**config.mk**
```make
export PLATFORM = sky130hd
export DESIGN_NAME = seq_cfg_top
export DESIGN_NICKNAME = d
export VERILOG_FILES = /design/src/chan_seq.v /design/src/seq_cfg_top.v
export VERILOG_INCLUDE_DIRS = /design/src /design/src/src
export SDC_FILE = /design/constraint.sdc
export NUM_CORES = 1
export LEC_CHECK = 0
export BUFFER_PORTS_ARGS = -buffer_cell sky130_fd_sc_hd__buf_4
export CORE_MARGIN = 2
export CORE_UTILIZATION = 50
export DETAILED_ROUTE_END_ITERATION = 8
export HOLD_SLACK_MARGIN = 0.03
export MAX_ROUTING_LAYER = met4
export PLACE_DENSITY = 0.76
export SLEW_MARGIN = 15
export SYNTH_ARGS = -nofsm -noshare
export SYNTH_HDL_FRONTEND = slang
export SYNTH_SLANG_ARGS = --single-unit
```
**constraint.sdc**
```tcl
create_clock -name clk -period 10.4 [get_ports clk]
set_input_delay 0.52 -clock clk [delete_from_list [all_inputs] [get_ports clk]]
set_output_delay 0.52 -clock clk [all_outputs]
set_load 0.03 [all_outputs]
```
**src/seq_cfg_defines.vh**
```
// constants for the cascade sequencing and auxiliary fault routing block
`ifndef SEQ_CFG_DEFINES_VH
`define SEQ_CFG_DEFINES_VH
// ****************************************
// command codes
// ****************************************
`define CMD_OPERATION      8'h01
`define CMD_CLEAR_FAULTS   8'h03
`define CMD_TOFF_DELAY     8'h64
`define CMD_CHAN_CONFIG    8'hd0
`define CMD_OV_OC_SELECT   8'hd4
`define CMD_UC_TRACK_SEL   8'hd5
`define CMD_FL0_RESPONSE   8'hd6
`define CMD_RETRY_LIMIT    8'hd7
`define CMD_STATUS         8'hd8
// ****************************************
// fields and reset values
// ****************************************
`define OPERATION_ON_BIT   7
`define CFG_CASCADE_BIT    14
`define CFG_CTRL_SEL_HI    13
`define CFG_CTRL_SEL_LO    12
`define CFG_RESET          16'h0000
`define OV_OC_RESET        8'h00
`define UC_TRACK_RESET     8'h00
`define TOFF_RESET         16'h0000
`define RETRY_RESET        3'h0
// ****************************************
// timing
// ****************************************
`define CLK_PERIOD_NS      40
`define TOFF_UNIT_NS       1000
`define TOFF_UNIT_CYCLES   (`TOFF_UNIT_NS / `CLK_PERIOD_NS)
`define RETRY_TIME_NS      20000
`define RETRY_CYCLES       (`RETRY_TIME_NS / `CLK_PERIOD_NS)
`endif

```
**src/chan_seq.v**
```verilog
// per-channel on/off sequencer with retry and latched-off handling
`timescale 1ns/100ps
`default_nettype none
`include "seq_cfg_defines.vh"
module chan_seq (
   // clock and reset
   input  wire        clk,
   input  wire        rst_n,
   // configuration
   input  wire        op_on,
   input  wire        cascade_en,
   input  wire        ctrl_active,
   input  wire        track_en,
   input  wire [15:0] toff_cycles,
   input  wire [2:0]  retry_limit,
   // faults
   input  wire        ov,
   input  wire        oc,
   input  wire        uv,
   input  wire        uc,
   input  wire        fl0_shut,
   // results
   output reg         chan_en,
   output reg         fl0_event,
   output reg         latched
);
   localparam ST_OFF   = 5'h01;
   localparam ST_ON    = 5'h02;
   localparam ST_TOFF  = 5'h04;
   localparam ST_RETRY = 5'h08;
   localparam ST_LATCH = 5'h10;
   localparam [15:0] RETRY_LOAD = `RETRY_CYCLES;

   reg  [4:0]  state;
   reg  [15:0] cnt;
   reg  [2:0]  tries;
   wire        in_toff = state[2];
   wire        fault_now = ov | oc | ((uv | uc) & ~(track_en & in_toff));
   wire        run_req = op_on & ctrl_active;

   always @(posedge clk or negedge rst_n) begin
      if (!rst_n) begin
         state     <= ST_OFF;
         cnt       <= 16'h0000;
         tries     <= 3'h0;
         chan_en   <= 1'b0;
         fl0_event <= 1'b0;
         latched   <= 1'b0;
      end else begin
         fl0_event <= 1'b0;
         case (state)
            ST_OFF: begin
               chan_en <= 1'b0;
               if (run_req && !fl0_shut) begin
                  state   <= ST_ON;
                  chan_en <= 1'b1;
                  tries   <= 3'h0;
               end
            end
            ST_ON, ST_TOFF: begin
               if (fault_now) begin
                  chan_en <= 1'b0;
                  cnt     <= RETRY_LOAD;
                  if (tries == retry_limit) begin
                     state   <= ST_LATCH;
                     latched <= 1'b1;
                  end else begin
                     state <= ST_RETRY;
                  end
               end else if (state == ST_ON) begin
                  // timed or immediate off only; a cascade slave ignores its power-good once on
                  if (fl0_shut || !op_on || (!cascade_en && !ctrl_active)) begin
                     fl0_event <= fl0_shut;
                     if (toff_cycles == 16'h0000) begin
                        state   <= ST_OFF;
                        chan_en <= 1'b0;
                     end else begin
                        state <= ST_TOFF;
                        cnt   <= toff_cycles;
                     end
                  end
               end else if (cnt <= 16'h0001) begin
                  state   <= ST_OFF;
                  chan_en <= 1'b0;
               end else begin
                  cnt <= cnt - 16'h0001;
               end
            end
            ST_RETRY: begin
               chan_en <= 1'b0;
               if (!op_on) begin
                  state <= ST_OFF;
               end else if (fl0_shut) begin
                  state     <= ST_OFF;
                  fl0_event <= 1'b1;
               end else if (cnt != 16'h0000) begin
                  cnt <= cnt - 16'h0001;
               end else if (cascade_en || ctrl_active) begin
                  state   <= ST_ON;
                  chan_en <= 1'b1;
                  tries   <= tries + 3'h1;
               end else begin
                  state <= ST_OFF;
               end
            end
            ST_LATCH: begin
               chan_en <= 1'b0;
               if (!op_on) begin
                  state   <= ST_OFF;
                  latched <= 1'b0;
               end
            end
            default: begin
               state   <= ST_OFF;
               chan_en <= 1'b0;
            end
         endcase
      end
   end
endmodule
`default_nettype wire

```
**src/seq_cfg_top.v**
```verilog
// four-channel cascade sequencer with auxiliary fault pin routing
`timescale 1ns/100ps
`default_nettype none
`include "seq_cfg_defines.vh"
module seq_cfg_top (
   // clock and reset
   input  wire        clk,
   input  wire        arst_n,
   // command port
   input  wire        cmd_wr,
   input  wire        cmd_rd,
   input  wire [7:0]  cmd_code,
   input  wire [1:0]  cmd_page,
   input  wire [15:0] cmd_wdata,
   output reg  [15:0] cmd_rdata,
   output reg         cmd_rvalid,
   // control inputs and shared fault line
   input  wire [3:0]  control_in,
   input  wire        fault_line0_n,
   // per-channel fault detectors
   input  wire [3:0]  ov_fault,
   input  wire [3:0]  oc_fault,
   input  wire [3:0]  uv_fault,
   input  wire [3:0]  uc_fault,
   // supply enables
   output reg  [3:0]  vout_en,
   // auxiliary fault pin, open drain
   input  wire        aux_fault_i,
   output reg         aux_fault_o,
   output reg         aux_fault_oe,
   // host alert
   output reg         host_alert_n
);
   // ****************************************
   // reset release
   // ****************************************
   reg  [1:0] rst_sync;
   wire       rst_n = rst_sync[1];
   always @(posedge clk or negedge arst_n) begin
      if (!arst_n) begin
         rst_sync <= 2'b00;
      end else begin
         rst_sync <= {rst_sync[0], 1'b1};
      end
   end

   // ****************************************
   // configuration registers
   // ****************************************
   reg  [15:0] chan_cfg [0:3];
   reg  [15:0] toff_delay [0:3];
   reg  [3:0]  op_on;
   reg  [3:0]  fault_line0_shutdown_enable;
   reg  [2:0]  retry_limit;
   reg  [7:0]  aux_fault_ov_oc_select;
   reg  [7:0]  aux_fault_uc_track_select;
   reg  [3:0]  fault_line0_input_flag;
   wire [3:0]  fl0_event;
   wire [3:0]  chan_en;
   wire [3:0]  latched;
   wire        wr_clear = cmd_wr && (cmd_code == `CMD_CLEAR_FAULTS);
   integer     i;

   always @(posedge clk or negedge rst_n) begin
      if (!rst_n) begin
         for (i = 0; i < 4; i = i + 1) begin
            chan_cfg[i]   <= `CFG_RESET;
            toff_delay[i] <= `TOFF_RESET;
         end
         op_on                       <= 4'h0;
         fault_line0_shutdown_enable <= 4'h0;
         retry_limit                 <= `RETRY_RESET;
         aux_fault_ov_oc_select      <= `OV_OC_RESET;
         aux_fault_uc_track_select   <= `UC_TRACK_RESET;
      end else if (cmd_wr) begin
         case (cmd_code)
            `CMD_OPERATION: begin
               op_on[cmd_page] <= cmd_wdata[`OPERATION_ON_BIT];
            end
            `CMD_TOFF_DELAY: begin
               toff_delay[cmd_page] <= cmd_wdata;
            end
            `CMD_CHAN_CONFIG: begin
               chan_cfg[cmd_page] <= {1'b0, cmd_wdata[14:0]};
            end
            `CMD_OV_OC_SELECT: begin
               aux_fault_ov_oc_select <= cmd_wdata[7:0];
            end
            `CMD_UC_TRACK_SEL: begin
               aux_fault_uc_track_select <= cmd_wdata[7:0];
            end
            `CMD_FL0_RESPONSE: begin
               fault_line0_shutdown_enable[cmd_page] <= cmd_wdata[0];
            end
            `CMD_RETRY_LIMIT: begin
               retry_limit <= cmd_wdata[2:0];
            end
            default: begin
               retry_limit <= retry_limit;
            end
         endcase
      end
   end

   // ****************************************
   // fault line 0 status and alert
   // ****************************************
   always @(posedge clk or negedge rst_n) begin
      if (!rst_n) begin
         fault_line0_input_flag <= 4'h0;
         host_alert_n           <= 1'b1;
      end else begin
         fault_line0_input_flag <= fl0_event | (wr_clear ? 4'h0 : fault_line0_input_flag);
         host_alert_n <= ~(|fl0_event | (|fault_line0_input_flag & ~wr_clear));
      end
   end

   // ****************************************
   // channels
   // ****************************************
   genvar g;
   generate
      for (g = 0; g < 4; g = g + 1) begin : chan
         wire [1:0]  sel = chan_cfg[g][`CFG_CTRL_SEL_HI:`CFG_CTRL_SEL_LO];
         wire [15:0] toff_cycles;
         wire        ctrl_active = control_in[sel];
         // unit count times cycles per unit, kept to 16 bits
         wire [31:0] toff_full = toff_delay[g] * `TOFF_UNIT_CYCLES;
         assign toff_cycles = (|toff_full[31:16]) ? 16'hffff : toff_full[15:0];
         chan_seq u_seq (
            .clk         (clk),
            .rst_n       (rst_n),
            .op_on       (op_on[g]),
            .cascade_en  (chan_cfg[g][`CFG_CASCADE_BIT]),
            .ctrl_active (ctrl_active),
            .track_en    (aux_fault_uc_track_select[g]),
            .toff_cycles (toff_cycles),
            .retry_limit (retry_limit),
            .ov          (ov_fault[g]),
            .oc          (oc_fault[g]),
            .uv          (uv_fault[g]),
            .uc          (uc_fault[g]),
            .fl0_shut    (~fault_line0_n & fault_line0_shutdown_enable[g]),
            .chan_en     (chan_en[g]),
            .fl0_event   (fl0_event[g]),
            .latched     (latched[g])
         );
      end
   endgenerate

   // ****************************************
   // auxiliary fault pin and enables
   // ****************************************
   // overcurrent, overvoltage and undercurrent routing
   wire [3:0] oc_pull = oc_fault & aux_fault_ov_oc_select[7:4];
   wire [3:0] ov_pull = ov_fault & aux_fault_ov_oc_select[3:0];
   wire [3:0] uc_pull = uc_fault & aux_fault_uc_track_select[7:4];

   always @(posedge clk or negedge rst_n) begin
      if (!rst_n) begin
         aux_fault_o  <= 1'b0;
         aux_fault_oe <= 1'b0;
         vout_en      <= 4'h0;
      end else begin
         // only ever pulls low; release leaves the wire to its pull-up
         aux_fault_o  <= 1'b0;
         aux_fault_oe <= |(oc_pull | ov_pull | uc_pull);
         vout_en      <= chan_en;
      end
   end

   // ****************************************
   // readback
   // ****************************************
   always @(posedge clk or negedge rst_n) begin
      if (!rst_n) begin
         cmd_rdata  <= 16'h0000;
         cmd_rvalid <= 1'b0;
      end else begin
         cmd_rvalid <= cmd_rd;
         if (cmd_rd) begin
            case (cmd_code)
               `CMD_OPERATION:    cmd_rdata <= {8'h00, op_on[cmd_page], 7'h00};
               `CMD_TOFF_DELAY:   cmd_rdata <= toff_delay[cmd_page];
               `CMD_CHAN_CONFIG:  cmd_rdata <= chan_cfg[cmd_page];
               `CMD_OV_OC_SELECT: cmd_rdata <= {8'h00, aux_fault_ov_oc_select};
               `CMD_UC_TRACK_SEL: cmd_rdata <= {8'h00, aux_fault_uc_track_select};
               `CMD_FL0_RESPONSE: cmd_rdata <= {15'h0000, fault_line0_shutdown_enable[cmd_page]};
               `CMD_RETRY_LIMIT:  cmd_rdata <= {13'h0000, retry_limit};
               `CMD_STATUS: begin
                  cmd_rdata <= {3'h0, aux_fault_i, chan_en, latched, fault_line0_input_flag};
               end
               default:           cmd_rdata <= 16'h0000;
            endcase
         end
      end
   end
endmodule
`default_nettype wire

```
==> run metrics, run 1 <==
FILL cells 3875; Worst Skew 26.02 ps; htree depth 2; Synth async-reset ratio 100.0%; arrival time worst endpoint around 5300 ps; Multi-input gate area 14220 um2; Routed Antenna Nets 0; Pre-Repair DR Iteration Count 6; synthesized instance count 2441; Syn Nets 2758; Rows 78; Post-Synth XOR/XNOR Area 2.464%; status complete, no violations; Overflow after GRT 0; antenna violations before repair 1; WHS 208.4 ps; RSZ-0062 raised after global routing false; Mapped Area 22750 um2; leakage power ~12 nW; top_reg_cell synth dfrtp_1; DIE AREA 47230 um2; Die Ht ~220 um; Setup crit start kind flip-flop; Peak supply drop 0.0001061 V; Yosys cell types 105; fin crit share 47.01%; DR iter-0 viols 1879; Worst Path Class, Setup flip-flop to flip-flop; via count a little under 20000; fmax around 200 MHz; area grow syn2layout 9.910%; Total GRT Usage ~29%; sequential-to-total area share from yosys stat 31.70%; Req. time, crit path between 10000 and 15000 ps; Pwr Total between 3 and 4 mW; vias in the first global route 19320; most used cell along the critical path ha_1; adder-cell share of the synthesized area 16.03%; CORE AREA 45190 um2; mux share of post-synthesis cell area 10.62%; DP HPWL 48820 um; Via density 6.289; io pins between 70 and 80; DIE WIDTH 217.3 um; final slew viol count 0; Top delay family on crit path simple AND/OR/NAND/NOR gates; buffers and inverters on the worst path 2; CTS tree built; largest net degree at the start of global routing between 150 and 200; CTS Buf Count 34; Slew headroom 24.36%; syn avg cell area between 9 and 10 um2; Final Util 55.34%; PortBufs 74; CP endpoint kind flip-flop; Root Buffer clkbuf_16; Final TNS setup 0 ps; Tmin final just under 5000 ps; crit path from toff_delay[20]; main combinational cell family by area after synthesis compound AO/OA/AOI/OAI gates; placed inst area 23840 um2; GP Congestion 0.9346; YS warnings 0; nets 2799; FF/Latch Area roughly 7200 um2; Post-Route WL roughly 65000 um; Reg clk slew, reported paths 70 ps; reg2reg start toff_delay[20]; post-DR wirelength/cell 21.00 um; Hold WC Path Type flip-flop to async pin; max incr delay on CP 490 ps; CTS max path bufs 3; worst path cell trace ha_1 > ha_1 > inv_1 > fa_1 > inv_1 > ha_1 > or2_2 > a41o_1 > a21o_1 > a211o_1 > and4bb_2 > nand4_1 > and2_1 > mux2_1; Clock Latency Late Sink ~540 ps; measured slew at the worst slew-check pin 1135 ps; post-synthesis simple-gate area fraction 15.34%; share of cells above drive strength 1 ~15%; Starting Density 50.35%; Setup-failing EPs final 0; Clock Sinks 288; number of flops mapped to enable cells by yosys 0; Final Hold Fails 0; CP Max Fanout 14; max-cap violations 0; flop and latch count out of synthesis about 290; DRC Markers 0; first-pass GRT wire length 104800 um; pwr dens 137.6 nW/um2; Synth Area in Compound Gates 17.99%; crit path max-delay cell type and2_1; fin area 25010 um2
## what timing repair did
action / in CTS / in global routing
resized for setup: 0 / 0
buffers inserted: 0 / 0
hold buffers: 1 / 0
endpoints found under the hold margin: 2 / 0
## final timing paths
path,endpoint,slack [ps],cells past startpoint
worst max-delay path,chan[2].u_seq.cnt[7],5510,14
worst min-delay path,chan[3].u_seq.cnt[0],210,0
worst max register to register,chan[2].u_seq.cnt[7],5510,14
worst min register to register,chan[3].u_seq.cnt[0],210,0
max in group asynchronous,cmd_rdata[7],7580,3
min in group clk,aux_fault_oe,270,3
## sequential cells by signal (all words and copies together), names as in the netlist, 2 cells and up
signal                       flops
vout_en                          4
retry_limit                      3
chan.u_seq.fl0_event             4
op_on                            4
toff_delay                      64
cmd_rdata                       16
fault_line0_shutdown_enable      4
chan.u_seq.chan_en               4
fault_line0_input_flag           4
chan.u_seq.tries                12
chan.u_seq.state                20
aux_fault_ov_oc_select           8
chan.u_seq.cnt                  64
rst_sync                         2
aux_fault_uc_track_select        8
chan_cfg                        52
chan.u_seq.latched               4
chan.sel                         8
## stage by stage
stage          setup WS (ps)  std cells
2_1_floorplan           1788       2441
3_3_place_gp            5643       3045
3_5_place_dp            5552       3045
4_1_cts                 5546       3107
5_1_grt                 5236       3108
6_report                5511       3108
## synthesized netlist by cell type (26+ instances only)
master | n | area share (%)
fa_1 | 44 | 3.9
or3_1 | 31 | 0.85
nor3_1 | 49 | 1.1
mux2_2 | 127 | 6.3
inv_1 | 245 | 4.0
dfrtp_1 | 283 | 31
nand3_1 | 67 | 1.5
ha_1 | 221 | 12
mux4_2 | 38 | 3.8
xnor2_1 | 30 | 1.2
nand2_1 | 180 | 3.0
clkbuf_1 | 61 | 1.0
nor4_1 | 26 | 0.71
nor2_1 | 177 | 2.9
o21ai_0 | 132 | 2.9
a21oi_1 | 165 | 3.6
xor2_1 | 34 | 1.3
## cells in the final DEF (no fill, tap or decap), types with 10 or more instances in the layout
| master | synthesis | layout |
|---|---|---|
| inv_1 | 245 | 245 |
| o22ai_1 | 22 | 22 |
| mux2_2 | 127 | 127 |
| and2_1 | 14 | 14 |
| nor2_1 | 177 | 175 |
| o22a_1 | 12 | 12 |
| fa_1 | 44 | 44 |
| a31oi_1 | 14 | 14 |
| o31ai_1 | 14 | 14 |
| o211ai_1 | 20 | 20 |
| o2bb2ai_1 | 10 | 10 |
| nand3b_1 | 10 | 10 |
| o21a_1 | 12 | 12 |
| a21o_1 | 25 | 25 |
| nor4_1 | 26 | 26 |
| and4_1 | 10 | 10 |
| a221oi_1 | 11 | 11 |
| dfrtp_1 | 283 | 282 |
| mux4_2 | 38 | 38 |
| and3_1 | 22 | 22 |
| mux2i_1 | 12 | 12 |
| clkbuf_16 | 0 | 35 |
| ha_1 | 221 | 221 |
| a211oi_1 | 14 | 14 |
| a32oi_1 | 14 | 14 |
| or4_1 | 19 | 19 |
| o21ai_0 | 132 | 132 |
| a22oi_1 | 25 | 25 |
| nand4_1 | 23 | 23 |
| xnor2_1 | 30 | 30 |
| nand2b_1 | 23 | 23 |
| nand2_1 | 180 | 180 |
| nor2b_1 | 12 | 12 |
| xor2_1 | 34 | 34 |
| nand3_1 | 67 | 67 |
| buf_4 | 1 | 94 |
| or3_1 | 31 | 31 |
| a21oi_1 | 165 | 165 |
| nor3_1 | 49 | 49 |
## power by group
part           internal [mW]  switching, mW
Combinational          0.371          0.582
Sequential              1.17         0.0569
Clock                  0.759          0.508
Total                   2.30           1.15
## logic make-up after synthesis
group | after synthesis
mux | 178
other cells | 2
fa+ha+maj | 265
compound gates | 608
simple gates | 699
xor+xnor | 64
buf+inv | 337
flops | 288
## area by class of cell
class                      instances  area share [%]
multi-input combinational       1816           56.86
sequential                       288           28.86
clock buffer                      49           3.913
inverter                         246           3.693
tap                              600           3.002
timing repair buffer              96           2.942
clock inverter                    12          0.7155
antenna                            1         0.01001
## metal layers
| layer | up-vias | track usage [%] | share of wire [%] |
|---|---|---|---|
| li1 | 8992 | - | - |
| met2 | 820 | 45.93 | 47 |
| met1 | 9559 | 36.65 | 42 |
| met4 | 0 | 10.78 | 4.2 |
| met5 | - | - | 0 |
| met3 | 175 | 4.039 | 7.2 |
Power figures use the tool's default switching activity.
==> run 2: changes to the inputs <==
--- a/config.mk
+++ b/config.mk
@@ -12,7 +12,7 @@
 export DETAILED_ROUTE_END_ITERATION = 8
 export HOLD_SLACK_MARGIN = 0.03
 export MAX_ROUTING_LAYER = met4
-export PLACE_DENSITY = 0.76
+export PLACE_DENSITY = 0.79
 export SLEW_MARGIN = 15
 export SYNTH_ARGS = -nofsm -noshare
 export SYNTH_HDL_FRONTEND = slang
==> constraint.sdc (replaced) <==
create_clock -name clk -period 4.03 [get_ports clk]
set_input_delay 0.2015 -clock clk [delete_from_list [all_inputs] [get_ports clk]]
set_output_delay 0.2015 -clock clk [all_outputs]
set_load 0.03 [all_outputs]
==> run metrics, run 2 (synthesis gave the netlist of run 1 again) <==
Root Buffer clkbuf_16; CP endpoint kind flip-flop; Via density 6.342 (+0.84%); status finished, violations left; combinational power share 32.8% (+5.1 points); Overflow after GRT 0 (unchanged); CTS Buf Count 34 (unchanged); Req. time, crit path 4460 ps (-6350 ps); fmax 245.4 MHz (+20%); DP HPWL 50330 um (+3.1%); CP Max Fanout 5 (-9); Worst Skew 32.82 ps (+6.797 ps); Final Hold Fails 0 (unchanged); leakage power 13.18 nW (+12%); Tmin final 4076 ps (-813.1 ps); FILL cells 3364 (-13%); io pins 76 (unchanged); HP Start fault_line0_n; max-cap violations 0 (unchanged); Peak supply drop 0.0002641 V (+150%); GP Congestion 0.9857 (+5.5%); Post-Route WL 72600 um (+11%); measured slew at the worst slew-check pin 1166 ps (+31.27 ps); pre-CTS worst setup slack -136.2 ps (-5688 ps); Pint 6.835 mW (+200%); DIE AREA 47230 um2 (unchanged); Routed Antenna Nets 0 (unchanged); reg2reg start toff_delay[37]; crit path max-delay cell type or4_4; post-DR wirelength/cell 21.68 um (+3.3%); worst hold path cell count 3; Pre-Repair DR Iteration Count 7 (+1); CTS tree built; Setup crit start kind flip-flop; Sw Pwr 3.332 mW (+190%); vias in the first global route 20600 (+6.6%); area grow syn2layout 24.25%; Rows 78 (unchanged); worst path cell trace ha_1 > ha_1 > inv_2 > fa_1 > inv_2 > ha_4 > and3_4 > a221oi_4 > or3_4 > and3_4 > a211o_4 > or4_4 > a32oi_1 > o22ai_1; PortBufs 74 (unchanged); WHS 62.06 ps (-146.3 ps); Worst Path Class, Setup flip-flop to flip-flop; crit path from toff_delay[37]; Worst Slack Setup Final -45.66 ps (-5557 ps); Sequential Power Share 31.0% (-4.5 points); DR iter-0 viols 2141 (+14%); antenna violations before repair 2 (+1); first-pass GRT wire length 112600 um (+7.4%); DRC Markers 0 (unchanged); share of cells above drive strength 1 27.12% (+13 points); DIE WIDTH 217.3 um (unchanged); Starting Density 50.35% (unchanged); arrival time worst endpoint 4510 ps (-790 ps); CORE AREA 45190 um2 (unchanged); largest net degree at the start of global routing 96 (-39%); Hold WC Path Type primary input to flip-flop; Die Ht 217.3 um (unchanged); via count 21230 (+8.6%); CTS max path bufs 3 (unchanged); htree depth 2 (unchanged); most common cell after layout, fill and taps aside buf_4; final slew viol count 0 (unchanged); Clock Sinks 288 (unchanged); Clock Latency Late Sink 560 ps (+20 ps); reg2reg end chan[1].u_seq.cnt[12]; FF-to-FF path depth 14 (unchanged); R2R Setup Slk -50 ps (-5560 ps); Reg clk slew, reported paths 80 ps (about the same); CP endpoint chan[1].u_seq.cnt[12]; Slew headroom 22.28% (-2.1 points); pwr dens 359.6 nW/um2 (+160%); largest registers chan.u_seq.cnt: 64 flops, toff_delay: 64 flops, chan_cfg: 52 flops; max incr delay on CP 510 ps (+20 ps); failing checks setup timing; nets 3036 (+8.5%); Sw Ratio 32.77% (-0.53 points); RSZ-0062 raised after global routing true; clock share of power 36.2% (-0.6 points); Setup-failing EPs final 10 (+10); fin crit share 101.1% (+54 points); most frequent cells in the layout buf_4, dfrtp_1, inv_1; Total GRT Usage 30.70% (+2.2 points)
[run 2: how the worst min path moves through the flow]
stage	to	slack, ps
after floorplan	rst_sync[0]	-90
after global placement	rst_sync[0]	-20
after detailed placement	rst_sync[0]	-10
after CTS	chan_cfg[37]	30
after global routing	chan_cfg[53]	40
final	chan[3].u_seq.fl0_event	60
[run 2: power groups by stage]
| stage | Clock (mW) | Combinational (mW) | Sequential [mW] |
|---|---|---|---|
| after floorplan | 0 | 1.82 | 3.20 |
| after global placement | 0 | 2.61 | 3.19 |
| after detailed placement | 0 | 2.66 | 3.19 |
| after CTS | 3.70 | 2.80 | 3.14 |
| after global routing | 3.83 | 3.64 | 3.17 |
| final | 3.68 | 3.33 | 3.15 |
[run 2: critical path, delay by kind of cell (launching register included)]
family | cells | cell delay, ps
compound gates | 4 | 690
buf+inv | 2 | 90
flops | 1 | 420
fa+ha+maj | 4 | 1380
simple gates | 4 | 1360
[run 2: what timing repair did]
| item | CTS | global route |
|---|---|---|
| setup endpoints to repair | 68 | 76 |
| pin swaps | 13 | 83 |
| gates cloned | 2 | 5 |
| gates resized for setup | 52 | 191 |
| hold endpoints to repair | 65 | 0 |
| hold buffers | 21 | 0 |
| setup buffers | 18 | 31 |
[run 2: routing by layer]
metal | global-route usage, % | share of wire, % | wire (um) | vias up
met2 | 47.67 | 47 | 34000 | 1146
met4 | 15.43 | 5.6 | 4092 | 0
li1 | - | - | - | 9471
met5 | - | 0 | 0 | -
met3 | 6.136 | 9.0 | 6548 | 263
met1 | 38.24 | 39 | 27960 | 10350
[run 2: cell type report]
cell class,count,area [um2],share of cell area [%]
antenna,5,12.51,0.04426
inverter,246,923.4,3.266
clock inverter,13,302.8,1.071
tap,600,750.7,2.656
sequential,288,7228,25.57
clock buffer,47,1013,3.585
timing repair buffer,330,2655,9.392
multi-input combinational,1819,15380,54.42
[run 2: metrics by stage]
| step | power [mW] | utilization [%] | instances | instance area, um2 | setup TNS (ps) |
|---|---|---|---|---|---|
| 2_1_floorplan | 5.015 | - | 2441 | 22760 | 0 |
| 3_3_place_gp | 5.803 | 55.44 | 3206 | 25050 | -339.7 |
| 3_5_place_dp | 5.856 | 55.44 | 3206 | 25050 | -3173 |
| 4_1_cts | 9.643 | 59.84 | 3307 | 27040 | -17.26 |
| 5_1_grt | 10.63 | 62.55 | 3346 | 28260 | -6511 |
| 6_report | 10.17 | 62.56 | 3348 | 28270 | -233.9 |
==> run 3: changes to the inputs <==
--- a/config.mk
+++ b/config.mk
@@ -13,6 +13,7 @@
 export HOLD_SLACK_MARGIN = 0.03
 export MAX_ROUTING_LAYER = met4
 export PLACE_DENSITY = 0.79
+export SKIP_LAST_GASP = 1
 export SLEW_MARGIN = 15
 export SYNTH_ARGS = -nofsm -noshare
 export SYNTH_HDL_FRONTEND = slang
==> run metrics, run 3 (synthesis gave the netlist of run 1 again) <==
Setup-failing EPs final 11 (+1); Top delay family on crit path adder cells; first-pass GRT wire length 112500 um (about the same); HP Start fault_line0_n; Final Hold Fails 0 (unchanged); Overflow after GRT 0 (unchanged); nets 3031 (-0.16%); DIE AREA 47230 um2 (unchanged); max-cap violations 0 (unchanged); clock share of power 36.5% (+0.3 points); CP endpoint kind flip-flop; io pins 76 (unchanged); Root Buffer clkbuf_16; Slew headroom 20.03% (-2.2 points); leakage power 13.14 nW (-0.31%); arrival time worst endpoint 4520 ps (about the same); Peak supply drop 0.0002638 V (-0.11%); Sequential Power Share 31.2% (+0.2 points); CTS tree built; DIE WIDTH 217.3 um (unchanged); Setup crit start kind flip-flop; GP Congestion 0.9857 (unchanged); placed inst area 25050 um2 (unchanged); Total GRT Usage 30.69% (about the same); CTS Buf Count 34 (unchanged); largest net degree at the start of global routing 96 (unchanged); RSZ-0062 raised after global routing true; htree depth 2 (unchanged); largest registers chan.u_seq.cnt: 64 flops, toff_delay: 64 flops, chan_cfg: 52 flops; CP Max Fanout 5 (unchanged); most frequent cells in the layout buf_4, dfrtp_1, inv_1; DP HPWL 50330 um (unchanged); Rows 78 (unchanged); Starting Density 50.35% (unchanged); status finished, violations left; worst path cell trace ha_1 > ha_1 > inv_2 > fa_1 > inv_2 > ha_4 > and3_4 > a221oi_4 > or3_4 > and3_4 > a211o_4 > or4_4 > a32oi_2 > o22ai_1; Pre-Repair DR Iteration Count 6 (-1); combinational power share 32.3% (-0.5 points); Pint 6.775 mW (-0.87%); failing checks setup timing; Sw Ratio 32.82% (+0.046 points); Clock Sinks 288 (unchanged); fin area 28140 um2 (-0.46%); Post-Route WL 72550 um (about the same); reg2reg start toff_delay[37]; crit path max-delay cell type or4_4; Worst Slack Setup Final -69.81 ps (-24.15 ps); worst hold path cell count 3 (unchanged); measured slew at the worst slew-check pin 1200 ps (+33.72 ps); FF-to-FF path depth 14 (unchanged); Die Ht 217.3 um (unchanged); PortBufs 74 (unchanged); Worst Skew 31.03 ps (-1.785 ps); Worst Path Class, Setup flip-flop to flip-flop; R2R Setup Slk -70 ps (-20 ps); antenna violations before repair 2 (unchanged); Tmin final 4100 ps (+24.15 ps); buffers and inverters on the worst path 2 (unchanged); WHS 63.61 ps (+1.554 ps); DRC Markers 0 (unchanged); area grow syn2layout 23.67%; Via density 6.357 (+0.24%); Reg clk slew, reported paths 80 ps (about the same); most common cell after layout, fill and taps aside buf_4; CORE AREA 45190 um2 (unchanged); Clock Latency Late Sink 560 ps (about the same); final slew viol count 0 (unchanged); worst-case hold path end point chan[3].u_seq.fl0_event; fmax 243.9 MHz (-0.59%); CTS max path bufs 3 (unchanged); Routed Antenna Nets 0 (unchanged); Final Util 62.27% (-0.29 points); fin crit share 101.7% (+0.60 points); max incr delay on CP 530 ps (+20 ps); pwr dens 358.4 nW/um2 (-0.34%); post-DR wirelength/cell 21.70 um (about the same); share of cells above drive strength 1 26.70% (-0.43 points); vias in the first global route 20580 (-0.068%); DR iter-0 viols 2286 (+6.8%); Hold WC Path Type primary input to flip-flop; Sw Pwr 3.310 mW (-0.66%); via count 21250 (+0.094%); reg2reg end chan[1].u_seq.cnt[15]; Req. time, crit path 4450 ps (about the same)
[run 3: cell types whose count changed in the layout (fill, tap and decap cells not counted), moves of 3 or more]
cell and change:
buf_6 -4, o21ai_0 +4, o21ai_1 -4, and3_1 +3
[run 3: repair_timing]
| item | 4_1_cts | 5_1_grt |
|---|---|---|
| gates resized for setup | 47 | 177 |
| setup endpoints to repair | 68 | 76 |
| hold buffers | 21 | 0 |
| hold endpoints to repair | 65 | 0 |
| cloned | 2 | 5 |
| setup buffers | 18 | 27 |
| pin swaps | 13 | 77 |
[run 3: cell type report]
type                       instances  area, um2
tap                              600      750.7
fill                            3375      17050
inverter                         246      923.4
sequential                       288       7227
clock inverter                    13      302.8
clock buffer                      47       1013
antenna                            5      12.51
multi-input combinational       1819      15320
timing repair buffer             325       2590
[run 3: worst max path at each step]
stage | start | endpoint | slack [ps] | cells past startpoint
after floorplan | toff_delay[6] | chan[3].u_seq.cnt[11] | 4 | 17
after global placement | toff_delay[9] | chan[3].u_seq.cnt[7] | -40 | 16
after detailed placement | toff_delay[52] | chan[0].u_seq.cnt[10] | -140 | 14
after CTS | toff_delay[51] | chan[0].u_seq.cnt[10] | -30 | 14
after global routing | toff_delay[7] | chan[3].u_seq.cnt[2] | -200 | 16
final | toff_delay[37] | chan[1].u_seq.cnt[15] | -70 | 14
[run 3: stage by stage]
step                      setup WS [ps]  total power, mW  setup TNS [ps]  std cells
after CTS                        -25.41            9.631          -51.35       3307
final                            -69.81            10.08          -329.4       3343
after global routing             -203.0            10.55           -6929       3341
after global placement           -41.94            5.803          -339.7       3206
after floorplan                   3.709            5.015               0       2441
after detailed placement         -136.2            5.856           -3173       3206
[run 3: power by group through the flow]
stage                     clock network, mW  registers, mW  logic, mW
after floorplan                           0           3.20       1.82
after global placement                    0           3.19       2.61
after detailed placement                  0           3.19       2.66
after CTS                              3.70           3.14       2.79
after global routing                   3.83           3.16       3.55
final                                  3.68           3.15       3.25
[run 3: worst register-to-register path: stages, from the launching register on]
cell and delay, ps:
dfrtp_1 420, ha_1 310, ha_1 300, inv_2 40, fa_1 490, inv_2 50, ha_4 280, and3_4 200
a221oi_4 70, or3_4 430, and3_4 220, a211o_4 340, or4_4 530, a32oi_2 180, o22ai_1 100
[run 3: layer usage]
metal	vias to the layer above	share of wire, %	global-route usage [%]
li1	9463	-	-
met1	10330	39	38.24
met2	1190	47	47.63
met3	274	8.9	6.136
met4	0	5.5	15.43
met5	-	0	-
